--- config.mk ---
export PLATFORM = sky130hd
export DESIGN_NAME = keypad_pin_interrupt
export DESIGN_NICKNAME = d
export VERILOG_FILES = /design/src/pkg/keypad_pin_interrupt_pkg.sv /design/src/rtl/pin_edge_cell.sv /design/src/rtl/sticky_events.sv /design/src/rtl/keypad_pin_interrupt.sv
export VERILOG_INCLUDE_DIRS = /design/src /design/src/pkg
export SDC_FILE = /design/constraint.sdc
export NUM_CORES = 1
export LEC_CHECK = 0
export BUFFER_PORTS_ARGS = -buffer_cell sky130_fd_sc_hd__buf_2
export CAP_MARGIN = 20
export CORE_UTILIZATION = 50
export DETAILED_ROUTE_END_ITERATION = 10
export PLACE_DENSITY = 0.78
export REMOVE_ABC_BUFFERS = 1
export SKIP_CTS_REPAIR_TIMING = 1
export SLEW_MARGIN = 25
export SYNTH_ARGS = -nofsm -noshare
export SYNTH_HDL_FRONTEND = slang
export SYNTH_SLANG_ARGS = --single-unit
--- constraint.sdc ---
create_clock -name sys_clk -period 1.55 [get_ports sys_clk]
set_clock_uncertainty 0.1 [all_clocks]
set_input_delay 0.2325 -clock sys_clk [delete_from_list [all_inputs] [get_ports sys_clk]]
set_output_delay 0.2325 -clock sys_clk [all_outputs]
set_load 0.005 [all_outputs]
--- src/pkg/keypad_pin_interrupt_params.svh ---
// offsets, field positions and reset values of the pin interrupt unit
// assumes an 8-bit register port whose high nibble picks the instance
`ifndef KEYPAD_PIN_INTERRUPT_PARAMS_SVH
`define KEYPAD_PIN_INTERRUPT_PARAMS_SVH

`define ADDR_W 8
`define DATA_W 8
`define PIN_COUNT 8
`define INST_W 4

// register offsets inside one instance
`define OFS_STATUS_CTRL 4'h0
`define OFS_ENABLE 4'h1
`define OFS_POLARITY 4'h2
`define OFS_EVT_STATUS 4'h3
`define OFS_EVT_MASK 4'h4

// status-and-control field positions
`define BIT_DETECT_MODE 0
`define BIT_IRQ_ENABLE 1
`define BIT_FLAG_ACK 2
`define BIT_IRQ_FLAG 3

// reset values
`define RST_STATUS_CTRL 8'h00
`define RST_ENABLE 8'h00
`define RST_POLARITY 8'h00
`define RST_EVT_MASK 8'h00
`define UNMAPPED_READ 8'h00

`endif

--- src/pkg/keypad_pin_interrupt_pkg.sv ---
// types shared by the pin interrupt unit and its leaf modules
// assumes the params header for widths
`include "keypad_pin_interrupt_params.svh"

package keypad_pin_interrupt_pkg;

  // register port request, one per cycle
  typedef struct packed {
    logic [`ADDR_W-1:0] addr;
    logic [`DATA_W-1:0] wdata;
    logic wr;
    logic rd;
  } reg_req_t;

  // status-and-control layout as software sees it
  typedef struct packed {
    logic [3:0] reserved;
    logic irq_flag;
    logic flag_ack;
    logic irq_enable_bit;
    logic detect_mode;
  } status_ctrl_t;

  typedef struct packed {
    logic prev_asserted;
  } pin_cell_state_t;

  typedef struct packed {
    logic irq_flag;
    logic irq_enable_bit;
    logic detect_mode;
    logic armed;
    logic [`PIN_COUNT-1:0] pin_enable_field;
    logic [`PIN_COUNT-1:0] polarity_select;
    logic [`DATA_W-1:0] rdata;
  } top_state_t;

endpackage

--- src/rtl/pin_edge_cell.sv ---
// one watched pin: samples its asserted level and reports edge and level
// assumes the pin is already synchronous to sys_clk
`timescale 1ns/1ps

module pin_edge_cell
  import keypad_pin_interrupt_pkg::*;
(
  input wire logic sys_clk,
  input wire logic rst,
  input wire logic irq_input_pin,
  input wire logic pin_enable_bit,
  input wire logic polarity_select,
  output logic edge_hit,
  output logic level_hit
);

  pin_cell_state_t st_q;
  pin_cell_state_t st_d;
  logic asserted;

  always_comb begin
    st_d = st_q;
    // polarity 1 asserts high, 0 asserts low
    asserted = (irq_input_pin == polarity_select);
    st_d.prev_asserted = asserted;
  end

  // deasserted last cycle, asserted now
  assign edge_hit = pin_enable_bit & asserted & ~st_q.prev_asserted;
  // no clock in this path, so it still works with the bus clock stopped
  assign level_hit = pin_enable_bit & asserted;

  always_ff @(posedge sys_clk) begin
    if (rst) begin
      st_q <= '0;
    end else begin
      st_q <= st_d;
    end
  end

endmodule

--- src/rtl/sticky_events.sv ---
// sticky event bits, write-one-to-clear, with a mask and one level irq
// assumes set and clear strobes are one cycle each
`timescale 1ns/1ps

module sticky_events #(
  parameter int WIDTH = 8
) (
  input wire logic sys_clk,
  input wire logic rst,
  input wire logic [WIDTH-1:0] event_set,
  input wire logic clear_wr,
  input wire logic mask_wr,
  input wire logic [WIDTH-1:0] wdata,
  output logic [WIDTH-1:0] status,
  output logic [WIDTH-1:0] mask,
  output logic irq
);

  typedef struct packed {
    logic [WIDTH-1:0] status;
    logic [WIDTH-1:0] mask;
  } evt_state_t;

  evt_state_t st_q;
  evt_state_t st_d;

  always_comb begin
    st_d = st_q;
    if (clear_wr) begin
      st_d.status = st_q.status & ~wdata;
    end
    // a new event beats a clear in the same cycle
    st_d.status = st_d.status | event_set;
    if (mask_wr) begin
      st_d.mask = wdata;
    end
  end

  always_ff @(posedge sys_clk) begin
    if (rst) begin
      st_q <= '0;
    end else begin
      st_q <= st_d;
    end
  end

  assign status = st_q.status;
  assign mask = st_q.mask;
  assign irq = |(st_q.status & st_q.mask);

endmodule

--- src/rtl/keypad_pin_interrupt.sv ---
// keypad pin interrupt unit: eight watched pins, one shared request,
// wake-up from wait and stop3, per-pin event log with its own irq
// assumes synchronous pins, a one-cycle register port, sync reset
//
// Behaviour
// - up to eight pins, each with an enable; disabled pins never count
// - each pin: falling, rising, falling plus low, rising plus high
// - all pins share one request, gated by one software enable
// - unit keeps running in wait; enabled event wakes the cpu
// - stop3 detection works without the bus clock and wakes the cpu
// - in background debug the unit works exactly as in run mode
// - five 8-bit registers: status-control, pin enable, polarity, event status, event mask
// - several instances possible, each selected by its own index
// - edge is deasserted in one cycle, asserted in the next
// - event sets a read-only flag; writing ack one clears it
// - in level mode ack leaves flag set while a pin stays asserted
// - status bits: 3 flag, 2 ack, 1 enable, 0 mode; 7..4 read zero
`timescale 1ns/1ps
`include "keypad_pin_interrupt_params.svh"

module keypad_pin_interrupt
  import keypad_pin_interrupt_pkg::*;
#(
  parameter logic [`INST_W-1:0] INST_INDEX = 4'h0,
  parameter int PINS = `PIN_COUNT
) (
  input wire logic sys_clk,
  input wire logic rst,
  input wire reg_req_t bus_req,
  output logic [`DATA_W-1:0] rdata,
  input wire logic [PINS-1:0] irq_input_pin,
  input wire logic stop3_mode,
  output logic irq_req,
  output logic wake_req,
  output logic evt_irq
);

  top_state_t st_q;
  top_state_t st_d;

  logic [PINS-1:0] edge_hit;
  logic [PINS-1:0] level_hit;
  logic [PINS-1:0] pin_event;
  logic [PINS-1:0] evt_status;
  logic [PINS-1:0] evt_mask;
  logic [3:0] offset;
  logic selected;
  logic wr_sc;
  logic wr_pe;
  logic wr_es;
  logic wr_evt_status;
  logic wr_evt_mask;
  logic any_edge;
  logic any_level;
  logic flag_set;
  logic ack;
  status_ctrl_t sc_view;

  // one cell per pin; all share the same detection code
  genvar gi;
  generate
    for (gi = 0; gi < PINS; gi++) begin : g_pin
      pin_edge_cell u_cell (
        .sys_clk(sys_clk),
        .rst(rst),
        .irq_input_pin(irq_input_pin[gi]),
        .pin_enable_bit(st_q.pin_enable_field[gi]),
        .polarity_select(st_q.polarity_select[gi]),
        .edge_hit(edge_hit[gi]),
        .level_hit(level_hit[gi])
      );
    end
  endgenerate

  // instance picked by the high address nibble
  assign offset = bus_req.addr[3:0];
  assign selected = (bus_req.addr[`ADDR_W-1:4] == INST_INDEX);

  always_comb begin
    wr_sc = 1'b0;
    wr_pe = 1'b0;
    wr_es = 1'b0;
    wr_evt_status = 1'b0;
    wr_evt_mask = 1'b0;
    if (!(bus_req.wr && selected)) begin
      wr_sc = 1'b0;
    end else if (offset == `OFS_STATUS_CTRL) begin
      wr_sc = 1'b1;
    end else if (offset == `OFS_ENABLE) begin
      wr_pe = 1'b1;
    end else if (offset == `OFS_POLARITY) begin
      wr_es = 1'b1;
    end else if (offset == `OFS_EVT_STATUS) begin
      wr_evt_status = 1'b1;
    end else if (offset == `OFS_EVT_MASK) begin
      wr_evt_mask = 1'b1;
    end
  end

  assign ack = wr_sc & bus_req.wdata[`BIT_FLAG_ACK];
  assign any_level = |level_hit;

  // a new edge counts only after every enabled pin went deasserted,
  // so one held key cannot retrigger the flag in edge mode
  assign any_edge = st_q.armed & (|edge_hit);
  // pins keep being watched in every cpu mode, debug included
  assign pin_event = (st_q.armed ? edge_hit : '0)
                   | (st_q.detect_mode ? level_hit : '0);
  assign flag_set = |pin_event;

  always_comb begin
    sc_view = '0;
    sc_view.irq_flag = st_q.irq_flag;
    sc_view.flag_ack = 1'b0;
    sc_view.irq_enable_bit = st_q.irq_enable_bit;
    sc_view.detect_mode = st_q.detect_mode;
  end

  always_comb begin
    st_d = st_q;
    if (any_edge) begin
      st_d.armed = 1'b0;
    end else if (!any_level) begin
      st_d.armed = 1'b1;
    end
    // flag has no write path; only ack clears it
    if (flag_set) begin
      st_d.irq_flag = 1'b1;
    end else if (ack) begin
      // a still-asserted pin in level mode keeps it up
      st_d.irq_flag = st_q.detect_mode & any_level;
    end
    if (wr_sc) begin
      st_d.irq_enable_bit = bus_req.wdata[`BIT_IRQ_ENABLE];
      st_d.detect_mode = bus_req.wdata[`BIT_DETECT_MODE];
    end
    if (wr_pe) begin
      st_d.pin_enable_field = bus_req.wdata[PINS-1:0];
    end
    if (wr_es) begin
      st_d.polarity_select = bus_req.wdata[PINS-1:0];
    end
    // read data stand only in the cycle after the strobe
    st_d.rdata = `UNMAPPED_READ;
    if (!(bus_req.rd && selected)) begin
      st_d.rdata = `UNMAPPED_READ;
    end else if (offset == `OFS_STATUS_CTRL) begin
      st_d.rdata = sc_view;
    end else if (offset == `OFS_ENABLE) begin
      st_d.rdata = st_q.pin_enable_field;
    end else if (offset == `OFS_POLARITY) begin
      st_d.rdata = st_q.polarity_select;
    end else if (offset == `OFS_EVT_STATUS) begin
      st_d.rdata = evt_status;
    end else if (offset == `OFS_EVT_MASK) begin
      st_d.rdata = evt_mask;
    end
  end

  always_ff @(posedge sys_clk) begin
    if (rst) begin
      st_q <= '0;
    end else begin
      st_q <= st_d;
    end
  end

  // per-pin log of which pin fired, for software that must tell them apart
  sticky_events #(
    .WIDTH(PINS)
  ) u_events (
    .sys_clk(sys_clk),
    .rst(rst),
    .event_set(pin_event),
    .clear_wr(wr_evt_status),
    .mask_wr(wr_evt_mask),
    .wdata(bus_req.wdata[PINS-1:0]),
    .status(evt_status),
    .mask(evt_mask),
    .irq(evt_irq)
  );

  assign rdata = st_q.rdata;
  // one shared request for all pins
  assign irq_req = st_q.irq_flag & st_q.irq_enable_bit;
  // wait: the clocked request wakes the cpu
  // stop3: raw pin level, no clock needed; enable must be set first
  assign wake_req = irq_req
                  | (stop3_mode & st_q.irq_enable_bit & any_level);

endmodule

# Word-level counts from Yosys, hierarchy flattened
# Index checks and enable logic that the tools add are counted.
# classes
bitwise	37
n_eq_ne	12
n_reduce_logical	12
n_mux	30
# ops
operator	count
two-way mux 8 bit	7
OR reduction 8 bit	4
AND 1 bit	22
two-way mux 1 bit	22
AND 8 bit	2
OR 8 bit	2
inverter 1 bit	9
equality test 1 bit	8
equality test 4 x 2 -> 1 bit, second input constant	2
logical NOT 4 bit	2
inverter 8 bit	1
equality test 4 x 1 -> 1 bit, second input constant	1
equality test 4 x 3 -> 1 bit, second input constant	1
two-way mux 4 bit	1
OR reduction 2 bit	2
OR reduction 3 bit	1
logical AND 1 bit	2
nonzero test 2 bit	1
OR 1 bit	1
# totals
output_inout_bits	11
wordCells	109
inputBits	29
regBits	52

# Depth between registers and ports, before layout
# depth
depth_word	8
depth_mapped	7
ltp_nobuf	5

# Modules after synthesis
# A second synthesis with hierarchy kept.
# hier_totals
hier_cells	266
hier_area_um2	2518.7
# by_module_without_submodules
module	n_inst	cells_each	area_each_um2	seq_area_each_um2
keypad_pin_interrupt	1	163	1529.0	560.5
sticky_events	1	55	629.4	320.3
pin_edge_cell	8	6	45.0	20.0

# Worst setup path after synthesis
# No wires, ideal clock.
# synth_path
path_kind	input -> register
startpoint	in bus_req[15] (netlist bit)
endpoint	reg st_q, in the netlist sc_view[3]
stages	7
t_required_ps	1318
n_path_buf	2
setup_ps	132
slack_ps	88
arrival_ps	1230
cell_sequence	nor4_2 and2_1 buf_2 buf_6 nand3_1 a21oi_1 a21oi_1
# synth_between
elab_chain_cells	5
# synth_lines
item	line_no	source
start, declared	keypad_pin_interrupt.sv:29	input wire reg_req_t bus_req,
logical NOT 4 bit	keypad_pin_interrupt.sv:77	assign selected = (bus_req.addr[`ADDR_W-1:4] == INST_INDEX);
logical AND 1 bit	keypad_pin_interrupt.sv:85	if (!(bus_req.wr && selected)) begin
two-way mux 1 bit	keypad_pin_interrupt.sv:85	
AND 1 bit	keypad_pin_interrupt.sv:100	assign ack = wr_sc & bus_req.wdata[`BIT_FLAG_ACK];
nonzero test 2 bit (no source line)	--	
end signal, assigned	keypad_pin_interrupt.sv:164	st_q <= st_d;
end, declared	keypad_pin_interrupt.sv:38	top_state_t st_q;
# Every way passes these cells.
# A chain may end at the register's enable or synchronous reset.

# Final worst setup path
# layout_path
startpoint	reg st_q[14] (netlist bit)
endpoint	out wake_req
# layout_between
elab_chain_cells	5
# layout_lines
item	line_no	source
equality test 1 bit	pin_edge_cell.sv:24	asserted = (irq_input_pin == polarity_select);
AND 1 bit	pin_edge_cell.sv:31	assign level_hit = pin_enable_bit & asserted;
OR reduction 8 bit	keypad_pin_interrupt.sv:101	assign any_level = |level_hit;
AND 1 bit	keypad_pin_interrupt.sv:189	| (stop3_mode & st_q.irq_enable_bit & any_level);
OR 1 bit	keypad_pin_interrupt.sv:189	
end, declared	keypad_pin_interrupt.sv:34	output logic wake_req,
# Every way passes these cells.

==> results.toml <==
[detailed_routing]
wl_um = 6590
dr.pass1.iters = 5
detail_route.wl_per_cell_um = 15.4
vias = 2407
initialDrtViolationCount = 205
viasPerCell = 5.62
antenna_left = 0
drc = 0

[global_route]
antenna_found_initial = 0
grt-ovfl-total = 0
track_usage_pct = 26.4
grt_pass1_vias = 2171
grt_pass1_wl_um = 10500
grt_max_degree = 30

[timing]
period_needed_ns = 1.87
layout_setup_ws_ns = -0.325
max_freq_mhz = 533
max-slew-margin-rel_pct = 66.4
rsz0062_at_grt = "yes"
fin_crit_sh_pct = 121
setup_viol = 1
hold_viol = 0
tightestPinTransition_ns = 0.502
slew_viol_final = 0

[setup_path]
crit_path_max_fanout = 3
path_cells = "xnor2_2, a22oi_2, nand4_1, a21oi_2, nor2b_1, buf_2"
arrival_ns = 1.54
cp.buffers_inverters = 1
crit_required_ns = 1.22
startpoint_type = "register"
cp_top_family = "compound AO/OA/AOI/OAI gates"
cpPeakStageDelay_ns = 0.35
critical_path_class = "register to output port"
worst_path_max_delay_cell = "dfxtp_2"
critPathCaptureType = "output port"

[synthesis]
yosysSeqAreaShare_pct = 41.7
yosys.area.top_type_share_pct = 41.7
synthFlopType = "dfxtp_1"
yosysWarnings = 0
async_flop_share_pct = 0
syn_avg_cell_area_um2 = 8.02
synthDistinctLibCells = 37
ys_ff_latch = 52
synth-edff-count = 0
syn-cell-area_um2 = 2490
syn_inst = 311
yosys-top-cells-area = "dfxtp_1, a21oi_1, nand2_1"
synth_top_cell_by_area = "dfxtp_1"

[clock_network]
clkTransAtPathRegs_ns = 0.09
root_buffer = "clkbuf_8"
clkLatencyLatePin_ns = 0.31
clk_path_buf_depth = 2
htreeDepth = 2
cts_tree = "done"
clock-sinks = 52
cts_made_buffers = 5

[placement]
placed_area_um2 = 2830
gp_congestion = 0.918
hpwl_um = 4930
io_buffers = 39
dpl.cell_count = 419

[layout]
final_nets = 390
fin_area_um2 = 2980
antenna_cells = 0
syn_to_final_growth_pct = 19.3
fin_cells = 428
layout_commonest_cell = "dfxtp_1"
final_layout_size_suffix_gt1_share_pct = 26.3
final_cell_mix = "dfxtp_1, a21oi_1, nand2_1, buf_2, buf_4"

[worst_hold_path]
hp-class = "input port to register"

[floorplanning]
io_pins = 40
dieArea_um2 = 5280
coreArea_um2 = 4750
die_y_um = 72.6
num_rows = 25
start_util_pct = 52.5
die_w_um = 72.6

[pwr]
p_leak_nw = 1.21
ir_drop_uv = 430
p_clk_share_pct = 32.4
p_int_mw = 1.76
p_seq_share_pct = 58.0
swShare_pct = 25.4
comb_power_share_pct = 9.6
switching_power_mw = 0.598
p_per_area_nw_per_um2 = 792

[run]
maxCapViolations = 0

[run_status]
violations = "setup timing"
status = "finished, violations left"
-- registers in the layout, summed over array words and instances, names as in the netlist --
name and flops:
rdata 8, sc_view 3, g_pin.u_cell.st_q 8, u_events.mask 8, u_events.status 8, st_q 17
-- worst paths after layout --
check             cells after the start                from  slack [ns]            endpoint
hold reg to reg                       2  u_events.status[4]        0.38  u_events.status[4]
setup / recovery                      6            st_q[14]       -0.32            wake_req
hold / removal                        3          bus_req[9]         0.1            st_q[15]
setup reg to reg                      6            st_q[14]        0.01            st_q[24]
-- power groups by stage --
stage          Sequential [mW]  Clock (mW)  Combinational (mW)
4_1_cts                   1.37       0.764               0.214
6_report                  1.37       0.764               0.225
2_1_floorplan             1.39           0              0.0897
5_1_grt                   1.37       0.809               0.245
3_5_place_dp              1.40           0               0.213
3_3_place_gp              1.40           0               0.209
-- cell families after synthesis --
kind of cell,share of synthesized area (%)
buffers and inverters,7.07
and+or+nand+nor,28.4
xor gates and xnor gates,2.81
AOI/OAI and AO/OA,16.8
muxes,3.21
DFF,41.7
-- cell type report --
cell class / count / area, um^2
clock buffer: 5 / 68.8
clock inverter: 2 / 12.5
fill: 439 / 1780
inverter: 5 / 23.8
multi-input combinational: 228 / 1320
sequential: 52 / 1050
tap: 67 / 83.8
timing repair buffer: 69 / 420
-- worst register-to-register path, delay by kind of cell, from the launching register on --
kind / cells / cell delay [ns]
DFF: 1 / 0.35
xor gates and xnor gates: 1 / 0.15
AOI/OAI and AO/OA: 2 / 0.37
buffers and inverters: 2 / 0.30
and+or+nand+nor: 1 / 0.19
-- routing by layer --
layer,GRT usage [%],vias to the layer above,share of wire (%)
met5,0,-,0
met1,34.5,1126,43
met2,42.4,98,47
met4,11.8,0,2.5
li1,-,1168,-
met3,5.39,15,7.5
-- stage by stage --
step	power [mW]	setup WS (ns)	utilization, %	setup TNS (ns)	hold WS (ns)
after detailed placement	1.61	-0.127	59.6	-2.23	0.367
after floorplan	1.48	-0.274	-	-4.12	0.202
after global placement	1.61	-0.102	59.6	-1.58	0.355
after CTS	2.35	-0.360	61.3	-0.360	0.103
final	2.36	-0.325	62.6	-0.325	0.0963
after global routing	2.43	-0.366	62.6	-0.398	0.110
-- synthesized netlist by cell type (5+ instances only) --
library cell and number:
clkbuf_1 8, a22oi_1 16, nor3_1 8, dfxtp_1 52
xnor2_1 8, a21oi_1 44, buf_2 5, nand2_1 41
nand3_1 19, nor2b_1 16, buf_4 9, mux2i_1 8
nor2_1 27
No activity file was read; power rests on OpenSTA's default activity.
